$ cat config.mk
export PLATFORM = sky130hd
export DESIGN_NAME = serial_node_switch_config
export DESIGN_NICKNAME = d
export VERILOG_FILES = /design/src/rtl/serial_node_pkg.sv /design/src/rtl/switch_debounce.sv /design/src/rtl/serial_node_switch_config.sv
export VERILOG_INCLUDE_DIRS = /design/src /design/src/rtl
export SDC_FILE = /design/constraint.sdc
export NUM_CORES = 1
export LEC_CHECK = 0
export BUFFER_PORTS_ARGS = -buffer_cell sky130_fd_sc_hd__buf_4
export CAP_MARGIN = 15
export CORE_ASPECT_RATIO = 0.8
export CORE_UTILIZATION = 55
export DETAILED_ROUTE_END_ITERATION = 7
export GPL_TIMING_DRIVEN = 0
export PLACE_DENSITY = 0.84
export SETUP_SLACK_MARGIN = 0.5
export SLEW_MARGIN = 30
export SYNTH_ARGS = -nofsm -noshare
export SYNTH_HDL_FRONTEND = slang
export SYNTH_SLANG_ARGS = --single-unit
$ cat constraint.sdc
create_clock -name i_ref_clk -period 5.3 [get_ports i_ref_clk]
set_input_delay 0.265 -clock i_ref_clk [delete_from_list [all_inputs] [get_ports i_ref_clk]]
set_output_delay 0.265 -clock i_ref_clk [all_outputs]
set_load 0.01 [all_outputs]
$ cat src/rtl/serial_node_cfg.svh
// Constants for the switch-bank configuration loader.
// Assumes inclusion by bare name from the rtl folder.
`ifndef SERIAL_NODE_CFG_SVH
`define SERIAL_NODE_CFG_SVH
`define ADDR_W          6
`define SPEED_W         2
`define SW_W            8
`define ADDR_LSB        0
`define ADDR_MSB        5
`define SPEED_LSB       6
`define SPEED_MSB       7
`define ADDR_USE_NVM    6'h00
`define SPEED_USE_NVM   2'h0
`define SPEED_9K6       2'h1
`define SPEED_38K4      2'h2
`define SPEED_115K2     2'h3
`define RATE_9K6        20'h0_2580
`define RATE_38K4       20'h0_9600
`define RATE_115K2      20'h1_C200
`define CLK_HZ          10000000
`define DEBOUNCE_NS     10000000
`define CLK_NS          100
`define DEBOUNCE_CYC    (`DEBOUNCE_NS / `CLK_NS)
`define STABLE_W        17
`endif

$ cat src/rtl/serial_node_pkg.sv
// Types for the switch-bank configuration loader.
// Assumes nothing of its surroundings.
package serial_node_pkg;
  typedef enum logic [1:0] {
    ST_WAIT   = 2'b00,
    ST_SETTLE = 2'b01,
    ST_HOLD   = 2'b11
  } load_state_t;
endpackage

$ cat src/rtl/switch_debounce.sv
// Debouncer for a bank of switches: reports when the bank has held still.
// Assumes switch inputs already synchronous to the clock.
`timescale 1ns/1ns
`include "serial_node_cfg.svh"
module switch_debounce #(
  parameter int W      = `SW_W,
  parameter int STABLE = `DEBOUNCE_CYC
) (
  input  wire logic         i_ref_clk, // System clock
  input  wire logic         i_rst_n,   // Async reset, active low
  input  wire logic [W-1:0] i_raw,     // Raw switch levels
  output logic      [W-1:0] o_clean,   // Raw levels, two cycles late
  output logic              o_stable   // High once value held STABLE cycles
);
  logic [W-1:0]         last;
  logic [`STABLE_W-1:0] count;
  wire                  same      = (i_raw == last);
  wire                  reached   = (count == `STABLE_W'(STABLE - 1));
  wire [`STABLE_W-1:0]  next_count = same ? (reached ? count : count + `STABLE_W'(1))
                                          : '0;

  always_ff @(posedge i_ref_clk or negedge i_rst_n) begin
    if (!i_rst_n) begin
      last     <= '0;
      count    <= '0;
      o_clean  <= '0;
      o_stable <= 1'b0;
    end else begin
      last     <= i_raw;
      count    <= next_count;
      o_clean  <= last;
      o_stable <= same && reached;
    end
  end
endmodule

$ cat src/rtl/serial_node_switch_config.sv
// Switch-bank decoder giving the multidrop node address and link speed.
// Assumes switch and select inputs synchronous to i_ref_clk, and a
// non-volatile store that presents its address and rate words steadily.
// The bank must stand still for the whole debounce window to be captured.
`timescale 1ns/1ns
`include "serial_node_cfg.svh"

// How it works
// - Switches one to six form the node address, switch one the low bit, on as one.
// - Switches seven and eight form the speed code, switch seven the low bit, on as one.
// - The point-to-point interface settings never depend on the switches.
// - An address of zero on the switches selects the stored address instead.
// - A speed code of zero takes the bit rate from the stored value.
// - Speed codes one, two and three give 9.6, 38.4 and 115.2 kbps.
// - Select low runs multidrop differential mode, high runs point-to-point.
module serial_node_switch_config #(
  parameter int DEBOUNCE_CYCLES = `DEBOUNCE_CYC
) (
  input  wire logic                i_ref_clk,     // 10 MHz system clock
  input  wire logic                i_rst_n,       // Async reset, active low
  input  wire logic [`SW_W-1:0]    i_switch,      // Switch bank, bit0 = switch one, 1 = on
  input  wire logic                i_select,      // Serial standard select, low = multidrop
  input  wire logic [`ADDR_W-1:0]  i_nvm_addr,    // Stored node address
  input  wire logic [19:0]         i_nvm_rate,    // Stored bit rate in bps
  input  wire logic [19:0]         i_p2p_rate,    // Point-to-point bit rate in bps
  output logic      [`ADDR_W-1:0]  o_node_addr,   // Effective node address
  output logic      [`SPEED_W-1:0] o_speed_code,  // Captured switch speed code
  output logic      [19:0]         o_bit_rate,    // Effective link bit rate in bps
  output logic                     o_multidrop,   // High in multidrop differential mode
  output logic                     o_cfg_valid    // High once configuration captured
);
  serial_node_pkg::load_state_t state;
  serial_node_pkg::load_state_t next_state;

  logic [`SW_W-1:0]    clean;
  logic                stable;
  logic [`ADDR_W-1:0]  sw_addr;
  logic [`SPEED_W-1:0] sw_speed;

  // Debounce window sets the earliest capture edge after release
  switch_debounce #(
    .W      (`SW_W),
    .STABLE (DEBOUNCE_CYCLES)
  ) u_debounce (
    .i_ref_clk (i_ref_clk),
    .i_rst_n   (i_rst_n),
    .i_raw     (i_switch),
    .o_clean   (clean),
    .o_stable  (stable)
  );

  wire [`ADDR_W-1:0]  dec_addr  = clean[`ADDR_MSB:`ADDR_LSB];
  wire [`SPEED_W-1:0] dec_speed = clean[`SPEED_MSB:`SPEED_LSB];

  // Capture only in SETTLE, so a bank change after HOLD never reloads
  wire capture = (state == serial_node_pkg::ST_SETTLE) && stable;

  always_comb begin
    next_state = state;
    case (state)
      serial_node_pkg::ST_WAIT:   next_state = serial_node_pkg::ST_SETTLE;
      serial_node_pkg::ST_SETTLE: if (stable) next_state = serial_node_pkg::ST_HOLD;
      serial_node_pkg::ST_HOLD:   next_state = serial_node_pkg::ST_HOLD;
      default:                    next_state = serial_node_pkg::ST_WAIT;
    endcase
  end

  // Zero address falls back to store
  wire [`ADDR_W-1:0] eff_addr = (sw_addr == `ADDR_USE_NVM) ? i_nvm_addr : sw_addr;

  // Stored rate passes live, so a store update needs no reset
  // Speed code to bit rate
  logic [19:0] md_rate;
  always_comb begin
    case (sw_speed)
      `SPEED_9K6:   md_rate = `RATE_9K6;
      `SPEED_38K4:  md_rate = `RATE_38K4;
      `SPEED_115K2: md_rate = `RATE_115K2;
      default:      md_rate = i_nvm_rate;
    endcase
  end

  wire multidrop = !i_select;
  wire [19:0] next_rate = multidrop ? md_rate : i_p2p_rate;

  always_ff @(posedge i_ref_clk or negedge i_rst_n) begin
    if (!i_rst_n) begin
      state    <= serial_node_pkg::ST_WAIT;
      sw_addr  <= '0;
      sw_speed <= '0;
    end else begin
      state <= next_state;
      if (capture) begin
        sw_addr  <= dec_addr;
        sw_speed <= dec_speed;
      end
    end
  end

  // Every output registered; fallback values follow the store a cycle late
  always_ff @(posedge i_ref_clk or negedge i_rst_n) begin
    if (!i_rst_n) begin
      o_node_addr  <= '0;
      o_speed_code <= '0;
      o_bit_rate   <= '0;
      o_multidrop  <= 1'b0;
      o_cfg_valid  <= 1'b0;
    end else begin
      o_node_addr  <= eff_addr;
      o_speed_code <= sw_speed;
      o_bit_rate   <= next_rate;
      o_multidrop  <= multidrop;
      o_cfg_valid  <= (state == serial_node_pkg::ST_HOLD);
    end
  end

  // Loads since reset; a second one would reconfigure a running link.
  // Saturates so a fault cannot wrap back to a legal count.
  logic [1:0] load_count;
  always_ff @(posedge i_ref_clk or negedge i_rst_n) begin
    if (!i_rst_n) begin
      load_count <= '0;
    end else if (capture && load_count != 2'h3) begin
      load_count <= load_count + 2'h1;
    end
  end
endmodule

Word level (Yosys, flattened, before mapping)
Cells that the tools add are included.
{"block": "classes", "add_sub_neg": 1, "eq_ne": 9, "n_mux": 7, "n_reduce_logical": 5}
{"operator": "$pmux 20 s3", "n": 1}
{"operator": "$mux 17", "n": 2}
{"operator": "$mux 20", "n": 1}
{"operator": "$add 17x1->17 const B", "n": 1}
{"operator": "$eq 17x17->1 const B", "n": 1}
{"operator": "$eq 8x8->1", "n": 1}
{"operator": "$eq 2x2->1 const B", "n": 3}
{"operator": "$logic_not 6->1", "n": 1}
{"operator": "$mux 6", "n": 1}
{"operator": "$pmux 2 s3", "n": 1}
{"operator": "$eq 2x1->1 const B", "n": 2}
{"operator": "$logic_and 1x1->1", "n": 2}
{"operator": "$logic_not 2->1", "n": 1}
{"operator": "$mux 2", "n": 1}
{"operator": "$ne 2x1->1 const B", "n": 1}
{"operator": "$ne 2x2->1 const B", "n": 1}
{"operator": "$logic_not 1->1", "n": 1}
{"block": "totals", "register_bits": 74, "word_cells": 34}

Depth between registers and ports, before layout
Gate-level depths: netlist of run 1.
{"block": "depth", "depth_word": 3, "depth_mapped": 7}

By module
A second synthesis of run 1 with hierarchy kept.
{"block": "hier_totals", "hier_cells": 239, "hier_area_um2": 2999.1}
{"mod": "serial_node_switch_config", "instances": 1, "cells_each": 120, "area_each_um2": 1602.8}
{"mod": "switch_debounce", "instances": 1, "cells_each": 119, "area_each_um2": 1396.3}

Worst setup path before layout of run 1
OpenSTA, ideal clock, no wires.
{"block": "synth_timing", "path_type": "flip-flop to flip-flop", "startpoint": "register u_debounce.count[0]", "endpoint": "register u_debounce.count[13]", "setup_ns": 0.079, "arrival_ns": 1.842, "setup_slack_ns": 3.379, "path_stages_with_launch": 8, "path_buffers": 2, "period_less_slack_ns": 1.921, "path_cell_list": "dfrtp_1 ha_1 and4_4 buf_6 and4_1 buf_6 or4_1 a21oi_1"}
{"block": "synth_via", "elab_chain_cells": 3, "elab_cells_between_ends": 5, "classes_between": "add/sub (1); eq/ne (2); mux (2)"}
{"element": "from (decl)", "line": "switch_debounce.sv:16", "rtl": "logic [`STABLE_W-1:0] count;"}
{"element": "from (signal assigned)", "line": "switch_debounce.sv:30", "rtl": "count <= next_count;"}
{"element": "$add 17x1->17", "line": "switch_debounce.sv:19", "rtl": "wire [`STABLE_W-1:0] next_count = same ? (reached ? count : count + `STABLE_W'(1))"}
{"element": "$mux 17 (2 in a row)", "line": "switch_debounce.sv:19"}
Parallel ways exist; a longest one is shown, timed or not. The select of a mux whose other input is x is not followed.
A chain may end at the register's enable or synchronous reset.

Worst setup path after layout of run 1
{"block": "layout_timing", "startpoint": "register sw_speed[0]", "endpoint": "register o_bit_rate[17]"}
{"block": "layout_via", "elab_chain_cells": 3, "elab_cells_between_ends": 5, "classes_between": "eq/ne (3); mux (2)"}
{"element": "from (decl)", "line": "serial_node_switch_config.sv:38", "rtl": "logic [`SPEED_W-1:0] sw_speed;"}
{"element": "from (signal assigned)", "line": "serial_node_switch_config.sv:95", "rtl": "sw_speed <= dec_speed;"}
{"element": "$eq 2x2->1 / $eq 2x1->1 (equally long branches)", "line": "serial_node_switch_config.sv:75", "rtl": "case (sw_speed)"}
{"element": "$pmux 20 s3 (*)", "line": "serial_node_switch_config.sv:75"}
{"element": "$mux 20 (*)", "line": "serial_node_switch_config.sv:84", "rtl": "wire [19:0] next_rate = multidrop ? md_rate : i_p2p_rate;"}
{"element": "named net next_rate[17]", "line": "serial_node_switch_config.sv:84"}
{"element": "to (signal assigned)", "line": "serial_node_switch_config.sv:111", "rtl": "o_bit_rate <= next_rate;"}
{"element": "to (decl)", "line": "serial_node_switch_config.sv:28", "rtl": "output logic [19:0] o_bit_rate,"}
Mark *: on every way through the listed nets, which the timed path passes. The rest lies on a longest branch.

==> impl_results.md, run 1 <==
- YS warnings: 0
- Leakage Power: 0.001858 µW
- Most frequent cells in the layout: buf_4 (85), dfrtp_1 (74), nand2_1 (20)
- Final setup vio count: 0
- Pwr dens: 291.8 nW/µm²
- Clk slew on worst S/H paths: 70 ps
- DR vias/cell: 5.460
- Final GP Congestion: 0.8466
- FF+latch count, synth: 74
- Mean Syn Cell Area: 12.47 µm²
- Floorplan Core Area: 5036 µm²
- Fmax: 468.7 MHz
- Clock Path Buffers: 2
- Ys async rst share: 1.000
- Core Util, Final: 0.7640
- R2R Path Start: sw_speed[0]$_DFFE_PN0P_
- Synth area leaders: dfrtp_1 (64%), xor2_1 (3.9%), mux2_2 (3.1%), a22o_1 (3.0%), nand2_1 (2.6%)
- Crit-path max FO: 10
- Clk Latency, worst-skew pair: 340 ps
- Vias in the first global route: 2089
- Number of max-cap violations: 0
- Final cell count without fillers: 398
- Worst EP required: 5570 ps
- First-pass GRT wire length: 9956 µm
- M1 WL: 2606 µm
- Flop2flop setup slack: 3170 ps
- Relative slew slack: 0.5281
- Proportion of layout cells with a drive suffix above 1: 0.3482
- Status: completed
- Hold WS: 44.55 ps
- Setup crit start: sw_speed[0]$_DFFE_PN0P_
- Share of the synthesized area in the top cell type: 0.6371
- Synthesis-to-finish area growth: 32.37%
- TritonCTS clock tree: yes
- Crit path DAT: 2410 ps
- H-Tree Depth: 3
- Final net count: 393
- CTS Root Cell: clkbuf_8
- Worst Tran Pin Value: 705.2 ps
- Commonest non-fill, non-tap cell in the layout: buf_4
- Worst setup SP type: register
- Critical path type: reg -> reg
- Total placed cells including tap cells: 381
- Max-slew violations: 0
- Leading area contributor after synthesis: dfrtp_1
- Place WS: 3197 ps
- DIE AREA: 5581 µm²
- Crit. End Element: register
- Maximum VDD drop: 0.0002556 V
- # IOs: 87
- Maximum number of pins on one net before global-route repair: 75
- Reg2reg end: o_bit_rate[17]$_DFF_PN0_
- Top routing layer in use: met4
- Final wirelength: 6141 µm
- RSZ-0062 raised after global routing: no
- Detailed-route wire length per cell: 15.43 µm
- Gr usage total: 0.2397
- Mapped Nets: 295
- Hold WC Path Type: in -> reg
- Initial core utilization: 0.5771
- Die Y: 67.02 µm
- Post-synth cell types: 38
- Fin worst setup slack: 3166 ps
- Worst Clk Skew: 10.45 ps
- # rows: 23
- Number of cells on the worst reg-to-reg path: 6
- Post-layout min period: 2134 ps
- Overflow after GRT: 0
- Clock buffer count from CTS: 9
- DRC: 0
- Synth Instances: 233
- Met3 wire len: 488 µm
- Ys flop type: dfrtp_1
- Setup total negative slack: 0 ps
- CTS Sinks: 74
- EDFF count, synth: 0
- Worst setup endpoint: o_bit_rate[17]$_DFF_PN0_
- Detailed Place HPWL: 4262 µm
- DR WL met2: 2997 µm
- Initial antenna violation count: 0
- DR pass1 iterations: 4
- DIE WIDTH: 83.28 µm
- Antenna cells: 0
- Post-Syn Area: 2907 µm²
- Routed Antenna Nets: 0
- Routed vias: 2173
- # port buffers: 86
- Fin. Hold Viols: 0
- Tcrit/Tclk final: 0.4026
- Sequential area share after synthesis: 0.6371
- DR iter-0 viols: 111
[cells by family (layout without fill, tap and decap cells)]
logic type,after synthesis,in the layout,synth area share
flops,74,74,0.6371
xor+xnor,17,17,0.05123
compound gates,47,47,0.1029
mux,10,10,0.03788
simple gates,69,69,0.1300
fa+ha+maj,5,5,0.02152
buf+inv,11,114,0.01937
[per-layer routing]
layer	track usage	vias up
li1	-	1019
met1	0.2997	1073
met2	0.3945	77
met3	0.1004	4
met4	0.05172	0
met5	0	-
[where the power goes]
group	internal (µW)	switching, µW	total [µW]	leakage [µW]
registers	585	7.13	592	0.000936
logic	56.1	43.1	99.2	0.000828
clock network	230	202	432	0.0000945
[worst max-delay path, stage by stage (launching register included)]
cell and delay (ps):
dfrtp_1 430, inv_1 100, ha_1 180, clkbuf_1 410
inv_1 130, nor2_1 580, a22o_1 240
[cell type report]
| cell class | count | area (µm²) |
|---|---|---|
| Clock buffer | 10 | 137.6 |
| Multi-Input combinational cell | 148 | 998.5 |
| Inverter | 4 | 15.01 |
| Clock inverter | 6 | 66.31 |
| Timing Repair Buffer | 87 | 659.4 |
| Buffer | 7 | 41.29 |
| Fill cell | 327 | 1189 |
| Tap cell | 62 | 77.57 |
| Sequential cell | 74 | 1852 |
[worst min path at each step]
stage	cells after the start	slack, ps	startpoint	to
2_1_floorplan	0	-30	i_rst_n	o_bit_rate[0]$_DFF_PN0_
3_3_place_gp	0	380	u_debounce.last[1]$_DFF_PN0_	u_debounce.o_clean[1]$_DFF_PN0_
3_5_place_dp	0	380	u_debounce.last[0]$_DFF_PN0_	u_debounce.o_clean[0]$_DFF_PN0_
4_1_cts	1	30	i_switch[5]	u_debounce.last[5]$_DFF_PN0_
5_1_grt	1	20	i_switch[7]	u_debounce.last[7]$_DFF_PN0_
6_report	1	40	i_switch[7]	u_debounce.last[7]$_DFF_PN0_
[Yosys cell counts, drive strengths merged, types with 3 or more instances]
cell type  number
inv             4
nand3           4
or4             3
a22o           10
ha              5
nand2          20
or3             4
and4            4
nor2           12
o21ai          15
xor2           13
nor4            3
clkbuf          5
dfrtp          74
a21o            6
xnor2           4
mux2            8
nor3            4
nand4           4
a21oi          11
[registers in the layout, indices dropped and copies added (netlist names)]
| name | count |
|---|---|
| o_bit_rate | 20 |
| u_debounce.count | 17 |
| u_debounce.last | 8 |
| u_debounce.o_clean | 8 |
| o_node_addr | 6 |
| sw_addr | 6 |
| o_speed_code | 2 |
| state | 2 |
| sw_speed | 2 |
| o_cfg_valid | 1 |
| o_multidrop | 1 |
| u_debounce.o_stable | 1 |
[timing repair]
| item | 4_1_cts | 5_1_grt |
|---|---|---|
| hold buffers | 0 | 1 |
| endpoints found under the hold margin | 0 | 74 |
| setup buffers | 0 | 0 |
| resized for setup | 0 | 0 |
[through the flow]
stage	total power (µW)	area (µm²)
final	1123	3847
after global routing	1171	3847
after CTS	1134	3834
after detailed placement	702.9	3630
after global placement	700.1	3630
after floorplan	630.0	2907
(Power assumes the default switching activity.)
==> inputs of run 2 (changes only) <==
CORE_UTILIZATION = 46   (was 55)
PLACE_DENSITY = 0.75   (was 0.84)
clock period = 1.8 ns   (was 5.3 ns; I/O delays follow)
==> run 2 against run 1 <==
The flow now finishes with violations (hold timing, setup timing). Utilization grew 8.6 points. Largest cell class unchanged. Final cell count grew 28%. Critical path depth is 4 higher. Non-clock buffer count grew 91. Setup slack worse by 3200 ps. Largest power group unchanged. Sequential power grew to 2.9 times the previous value. Clock-buffer cell count shrank 1. Cell area increased by 33%. Register-to-register slack got worse by 3200 ps. Power grew to 3.1 times the previous value. Die area is 19% higher. Combinational power grew to 4.2 times the previous value.
==> impl_results.md, run 2 (synthesis gave the netlist of run 1 again) <==
- Status: complete, but fails checks
- Failing checks: hold timing, setup timing
- Routed vias: 2684
- Post-layout min period: 1837 ps
- Worst Tran Pin Value: 649.0 ps
- Relative slew slack: 0.5673
- Crit-path max FO: 4
- Final Power: 3532 µW
- Die Y: 73.10 µm
- CP cell instances: ha_2 > and4_4 > buf_6 > buf_6 > buf_6 > buf_6 > nand4_1 > buf_4 > and3_4 > nor3_2
- Max-slew violations: 0
- Crit path DAT: 2120 ps
- DRC: 0
- Reg2reg end: u_debounce.count[2]$_DFFE_PN0P_
- Final cell count without fillers: 509
- # port buffers: 86
- # IOs: 87
- Largest stage delay, worst path: 370 ps
- Worst Clk Skew: 8.643 ps
- R2R Path Start: u_debounce.count[0]$_DFFE_PN0P_
- Synthesis-to-finish area growth: 75.64%
- Clock buffer count from CTS: 9
- Overflow after GRT: 0
- Final wirelength: 9713 µm
- Floorplan Core Area: 6006 µm²
- Top reg by flops: o_bit_rate
- Tcrit/Tclk final: 1.020
- Proportion of layout cells with a drive suffix above 1: 0.5257
- Initial core utilization: 0.4840
- Clk slew on worst S/H paths: 80 ps
- Crit. End Element: register
- Largest regs: o_bit_rate: 20 flops, u_debounce.count: 17 flops
- Hold WS: -11.99 ps
- Slowest CP cell: dfrtp_1
- Final Cell Area: 5105 µm²
- H-Tree Depth: 3
- Hold EP: o_bit_rate[18]$_DFF_PN0_
- First-pass GRT wire length: 13300 µm
- Pwr dens: 691.8 nW/µm²
- Commonest non-fill, non-tap cell in the layout: buf_4
- Antenna cells: 0
- DIE AREA: 6642 µm²
- Maximum number of pins on one net before global-route repair: 75
- Gr usage total: 0.2649
- Top cell by count, worst path: buf_6
- Final setup vio count: 2
- Leakage Power: 0.002364 µW
- Setup total negative slack: -47.33 ps
- Fin worst setup slack: -36.56 ps
- RSZ-0062 raised after global routing: yes
- # rows: 25
- Number of max-cap violations: 0
- DR vias/cell: 5.273
- Total placed cells including tap cells: 400
- Detailed-route wire length per cell: 19.08 µm
- Clock Path Buffers: 2
- Final net count: 485
- CTS Sinks: 74
- Fin. Hold Viols: 1
- Min-delay src: i_nvm_rate[18]
- Final GP Congestion: 0.8343
- Critical path type: reg -> reg
- DR iter-0 viols: 89
- CTS Root Cell: clkbuf_8
- Hold path cells: 3
- Area post-placement: 3690 µm²
- Clk Latency, worst-skew pair: 360 ps
- Worst setup SP type: register
- Most frequent cells in the layout: buf_4 (120), dfrtp_1 (70), dlygate4sd3_1 (45)
- Max FFs per register: 20
- Fmax: 544.5 MHz
- Worst EP required: 2080 ps
- Filler cells: 280
- Initial antenna violation count: 0
- Routed Antenna Nets: 0
- Hold WC Path Type: in -> reg
- Flop2flop setup slack: -40 ps
- Place WS: 9.666 ps
- Maximum VDD drop: 0.0005689 V
- DIE WIDTH: 90.87 µm
- TritonCTS clock tree: yes
- Vias in the first global route: 2707
- Detailed Place HPWL: 4188 µm
- Number of cells on the worst reg-to-reg path: 10
- DR pass1 iterations: 4
- Crit path buf inv count: 5
- Crit-path leading delay family: simple AND/OR/NAND/NOR gates
[run 2: per-stage QoR]
step                      hold slack (ps)  utilization
after global routing                15.22       0.8500
after floorplan                    -205.6            -
after CTS                           1.405       0.8000
final                              -11.99       0.8500
after detailed placement            216.4       0.6144
after global placement              215.0       0.6144
[run 2: what timing repair did]
item,4_1_cts,5_1_grt
endpoints found under the hold margin,108,0
setup endpoints to repair,41,52
gates resized for setup,51,49
pin swaps,35,28
gates cloned,3,0
hold buffers,45,0
buffers inserted,29,16
[run 2: cell type report]
| type | count | area, µm² | share of cell area |
|---|---|---|---|
| clock buffer | 9 | 123.9 | 0.02426 |
| multi-input combinational | 149 | 1334 | 0.2613 |
| sequential | 74 | 1857 | 0.3637 |
| timing repair buffer | 178 | 1521 | 0.2980 |
| inverter | 4 | 18.77 | 0.003676 |
| tap | 81 | 101.3 | 0.01985 |
| buffer | 7 | 63.81 | 0.01250 |
| clock inverter | 7 | 85.08 | 0.01667 |
[run 2: metal layers]
metal | global-route usage | wire (µm) | share of wire
met2 | 0.4613 | 4916 | 0.51
met1 | 0.3072 | 3941 | 0.41
met4 | 0.09877 | 241 | 0.025
met5 | 0 | 0 | 0
met3 | 0.09271 | 614 | 0.063
[run 2: worst register-to-register path: stages (launching register included)]
cell     delay, ps
dfrtp_1        370
ha_2           180
and4_4         200
buf_6          100
buf_6           90
buf_6           80
buf_6           80
nand4_1        190
buf_4          220
and3_4         140
nor3_2         100
[run 2: power breakdown]
part / total, µW / leakage, µW / switching, µW / internal (µW)
Clock: 1370 / 0.0000999 / 705 / 666
Sequential: 1740 / 0.000929 / 23.0 / 1720
Combinational: 417 / 0.00134 / 175 / 242
Total: 3530 / 0.00236 / 903 / 2630
[run 2: worst max path at each step]
stage,start,end,slack [ps],cells past startpoint
final,u_debounce.count[0]$_DFFE_PN0P_,u_debounce.count[2]$_DFFE_PN0P_,-40,10
after global routing,u_debounce.count[1]$_DFFE_PN0P_,u_debounce.count[0]$_DFFE_PN0P_,-110,10
after CTS,u_debounce.count[0]$_DFFE_PN0P_,u_debounce.count[13]$_DFFE_PN0P_,30,7
after detailed placement,u_debounce.count[0]$_DFFE_PN0P_,u_debounce.count[13]$_DFFE_PN0P_,10,7
after global placement,u_debounce.count[0]$_DFFE_PN0P_,u_debounce.count[13]$_DFFE_PN0P_,50,7
after floorplan,u_debounce.count[0]$_DFFE_PN0P_,u_debounce.count[13]$_DFFE_PN0P_,90,7
==> inputs of run 3 (changes only) <==
BUFFER_PORTS_ARGS = -buffer_cell sky130_fd_sc_hd__clkbuf_2   (was -buffer_cell sky130_fd_sc_hd__buf_4)
==> run 3 against run 2 <==
The flow finishes with violations (setup timing). Via count down 4.8%. Clock skew fell by 3.1 ps. Clock-buffer cell count did not move. Utilization shrank 6.1 points. Sequential share of layout area rose by 2.8 points. Register-to-register slack about the same. Critical path type unchanged. Largest cell class unchanged. Largest power group unchanged.
==> impl_results.md, run 3 (synthesis gave the netlist of run 1 again) <==
- Critical path type: reg -> reg
- Final GP Congestion: 0.8100
- First-pass GRT wire length: 12720 µm
- Flop2flop setup slack: -30 ps
- # IOs: 87
- Top cell by count, worst path: buf_6
- DR pass1 iterations: 4
- Overflow after GRT: 0
- Clock buffer count from CTS: 9
- Core Util, Final: 0.7890
- Die Y: 73.10 µm
- Clk Latency, worst-skew pair: 360 ps
- DIE AREA: 6642 µm²
- Crit path buf inv count: 3
- Hold WC Path Type: in -> reg
- Filler cells: 332
- Maximum VDD drop: 0.0005881 V
- Leakage Power: 0.002254 µW
- Hold WS: 12.83 ps
- Worst Clk Skew: 5.497 ps
- Register share of total power: 0.491
- Top reg by flops: o_bit_rate
- Tcrit/Tclk final: 1.019
- R2R Path Start: u_debounce.count[0]$_DFFE_PN0P_
- Gr usage total: 0.2552
- Fmax: 545.0 MHz
- Maximum number of pins on one net before global-route repair: 44
- Fin. Hold Viols: 0
- Internal power: 2702 µW
- CTS Sinks: 74
- Initial core utilization: 0.4840
- Reg2reg end: u_debounce.count[3]$_DFFE_PN0P_
- Sw Pwr: 847.7 µW
- Clock network fraction of design power: 0.409
- DR vias/cell: 5.112
- DRC: 0
- Failing checks: setup timing
- Post-layout min period: 1835 ps
- Synthesis-to-finish area growth: 63.02%
- Final cell count without fillers: 500
- Min-delay src: i_nvm_rate[16]
- Setup crit start: u_debounce.count[0]$_DFFE_PN0P_
- Number of max-cap violations: 0
- Final Cell Area: 4738 µm²
- H-Tree Depth: 3
- Vias in the first global route: 2577
- Slowest CP cell: dfrtp_1
- CTS Root Cell: clkbuf_8
- Routed Antenna Nets: 0
- Combinational Power Share: 0.100
- Max-slew violations: 0
- Worst EP required: 2040 ps
- Most frequent cells in the layout: clkbuf_2 (85), dfrtp_1 (71), dlygate4sd3_1 (47)
- Detailed Place HPWL: 4176 µm
- CP cell instances: ha_2 > and4_4 > buf_6 > and4_1 > buf_6 > buf_4 > o21ai_0 > a21oi_2
- RSZ-0062 raised after global routing: yes
- # port buffers: 86
- Worst setup SP type: register
- Relative slew slack: 0.6794
- Final net count: 476
- Worst setup endpoint: u_debounce.count[3]$_DFFE_PN0P_
- Largest stage delay, worst path: 420 ps
- Clock Path Buffers: 2
- Initial antenna violation count: 0
- Status: complete, but fails checks
- Total placed cells including tap cells: 401
- DIE WIDTH: 90.87 µm
- Setup total negative slack: -73.31 ps
- Largest regs: o_bit_rate: 20 flops, u_debounce.count: 17 flops
- Pwr dens: 749.0 nW/µm²
- # rows: 25
- Stages on worst setup path: 8
- Final wirelength: 8238 µm
- Commonest non-fill, non-tap cell in the layout: clkbuf_2
- Number of cells on the worst reg-to-reg path: 8
- Antenna cells: 0
- Crit-path leading delay family: flip-flops
- Max FFs per register: 20
- Crit-path max FO: 6
- Proportion of layout cells with a drive suffix above 1: 0.4821
- Fin worst setup slack: -34.97 ps
- Area post-placement: 3497 µm²
- Detailed-route wire length per cell: 16.48 µm
- Routed vias: 2556
- Clk slew on worst S/H paths: 80 ps
- DR iter-0 viols: 114
- Crit path DAT: 2080 ps
- Worst Tran Pin Value: 480.8 ps
- Sw Ratio: 0.2388
- TritonCTS clock tree: yes
- Floorplan Core Area: 6006 µm²
- Final setup vio count: 3
- Crit. End Element: register
run 3: cell types whose count changed in the layout (fill, tap and decap cells not counted), moves of 2 or more:
| cell | change |
|---|---|
| ha_1 | +2 |
| o21ai_0 | +2 |
| clkbuf_2 | +85 |
| o21ai_2 | -2 |
| buf_8 | -2 |
| buf_4 | -95 |
| dlygate4sd3_1 | +2 |
run 3: power by group through the flow:
stage	logic, µW	registers, µW	clock network (µW)
after floorplan	60.7	1800	0
after global placement	233	1770	0
after detailed placement	243	1770	0
after CTS	335	1740	1470
after global routing	385	1750	1540
final	354	1740	1450
run 3: layer usage:
layer  global-route usage  up-vias  wire (µm)  share of wire
met2               0.4444      104       4230           0.51
li1                     -     1193          -              -
met1               0.2998     1246       3293           0.40
met3              0.08958       13        597          0.072
met4              0.08466        0        116          0.014
met5                    0        -          0              0
run 3: area by class of cell:
class	instances	area, µm²	share of cell area
sequential	74	1856	0.3916
tap	81	101.3	0.02139
timing repair buffer	169	1226	0.2588
inverter	4	22.52	0.004753
buffer	7	63.81	0.01347
clock inverter	7	101.3	0.02139
clock buffer	9	123.9	0.02614
multi-input combinational	149	1244	0.2625
run 3: through the flow:
step                      total power [µW]  setup WS [ps]
after floorplan                       1856          87.70
after global placement                2005          43.43
after detailed placement              2017          2.036
after CTS                             3546          19.07
after global routing                  3676         -96.08
final                                 3549         -34.97
run 3: how the worst min path moves through the flow:
stage	end	slack (ps)	cells after the start
final	o_bit_rate[16]$_DFF_PN0_	10	3
after global routing	o_bit_rate[16]$_DFF_PN0_	20	3
after CTS	o_bit_rate[10]$_DFF_PN0_	8	3
after detailed placement	o_bit_rate[3]$_DFF_PN0_	90	1
after global placement	u_debounce.last[7]$_DFF_PN0_	220	1
after floorplan	o_bit_rate[0]$_DFF_PN0_	-210	0
run 3: worst reg2reg max path, delay by kind of cell (launching register included):
| kind | cells | cell delay (ps) |
|---|---|---|
| AOI/OAI and AO/OA | 2 | 350 |
| adders and majority gates | 1 | 220 |
| buffers and inverters | 3 | 380 |
| DFF | 1 | 420 |
| and+or+nand+nor | 2 | 350 |
run 3: what timing repair did:
action                                 4_1_cts  5_1_grt
setup buffers                               22       12
gates resized for setup                     41       38
pin swaps                                   29       21
endpoints found under the hold margin       65        0
setup endpoints to repair                   41       51
hold buffers                                47        0
cloned                                       2        0
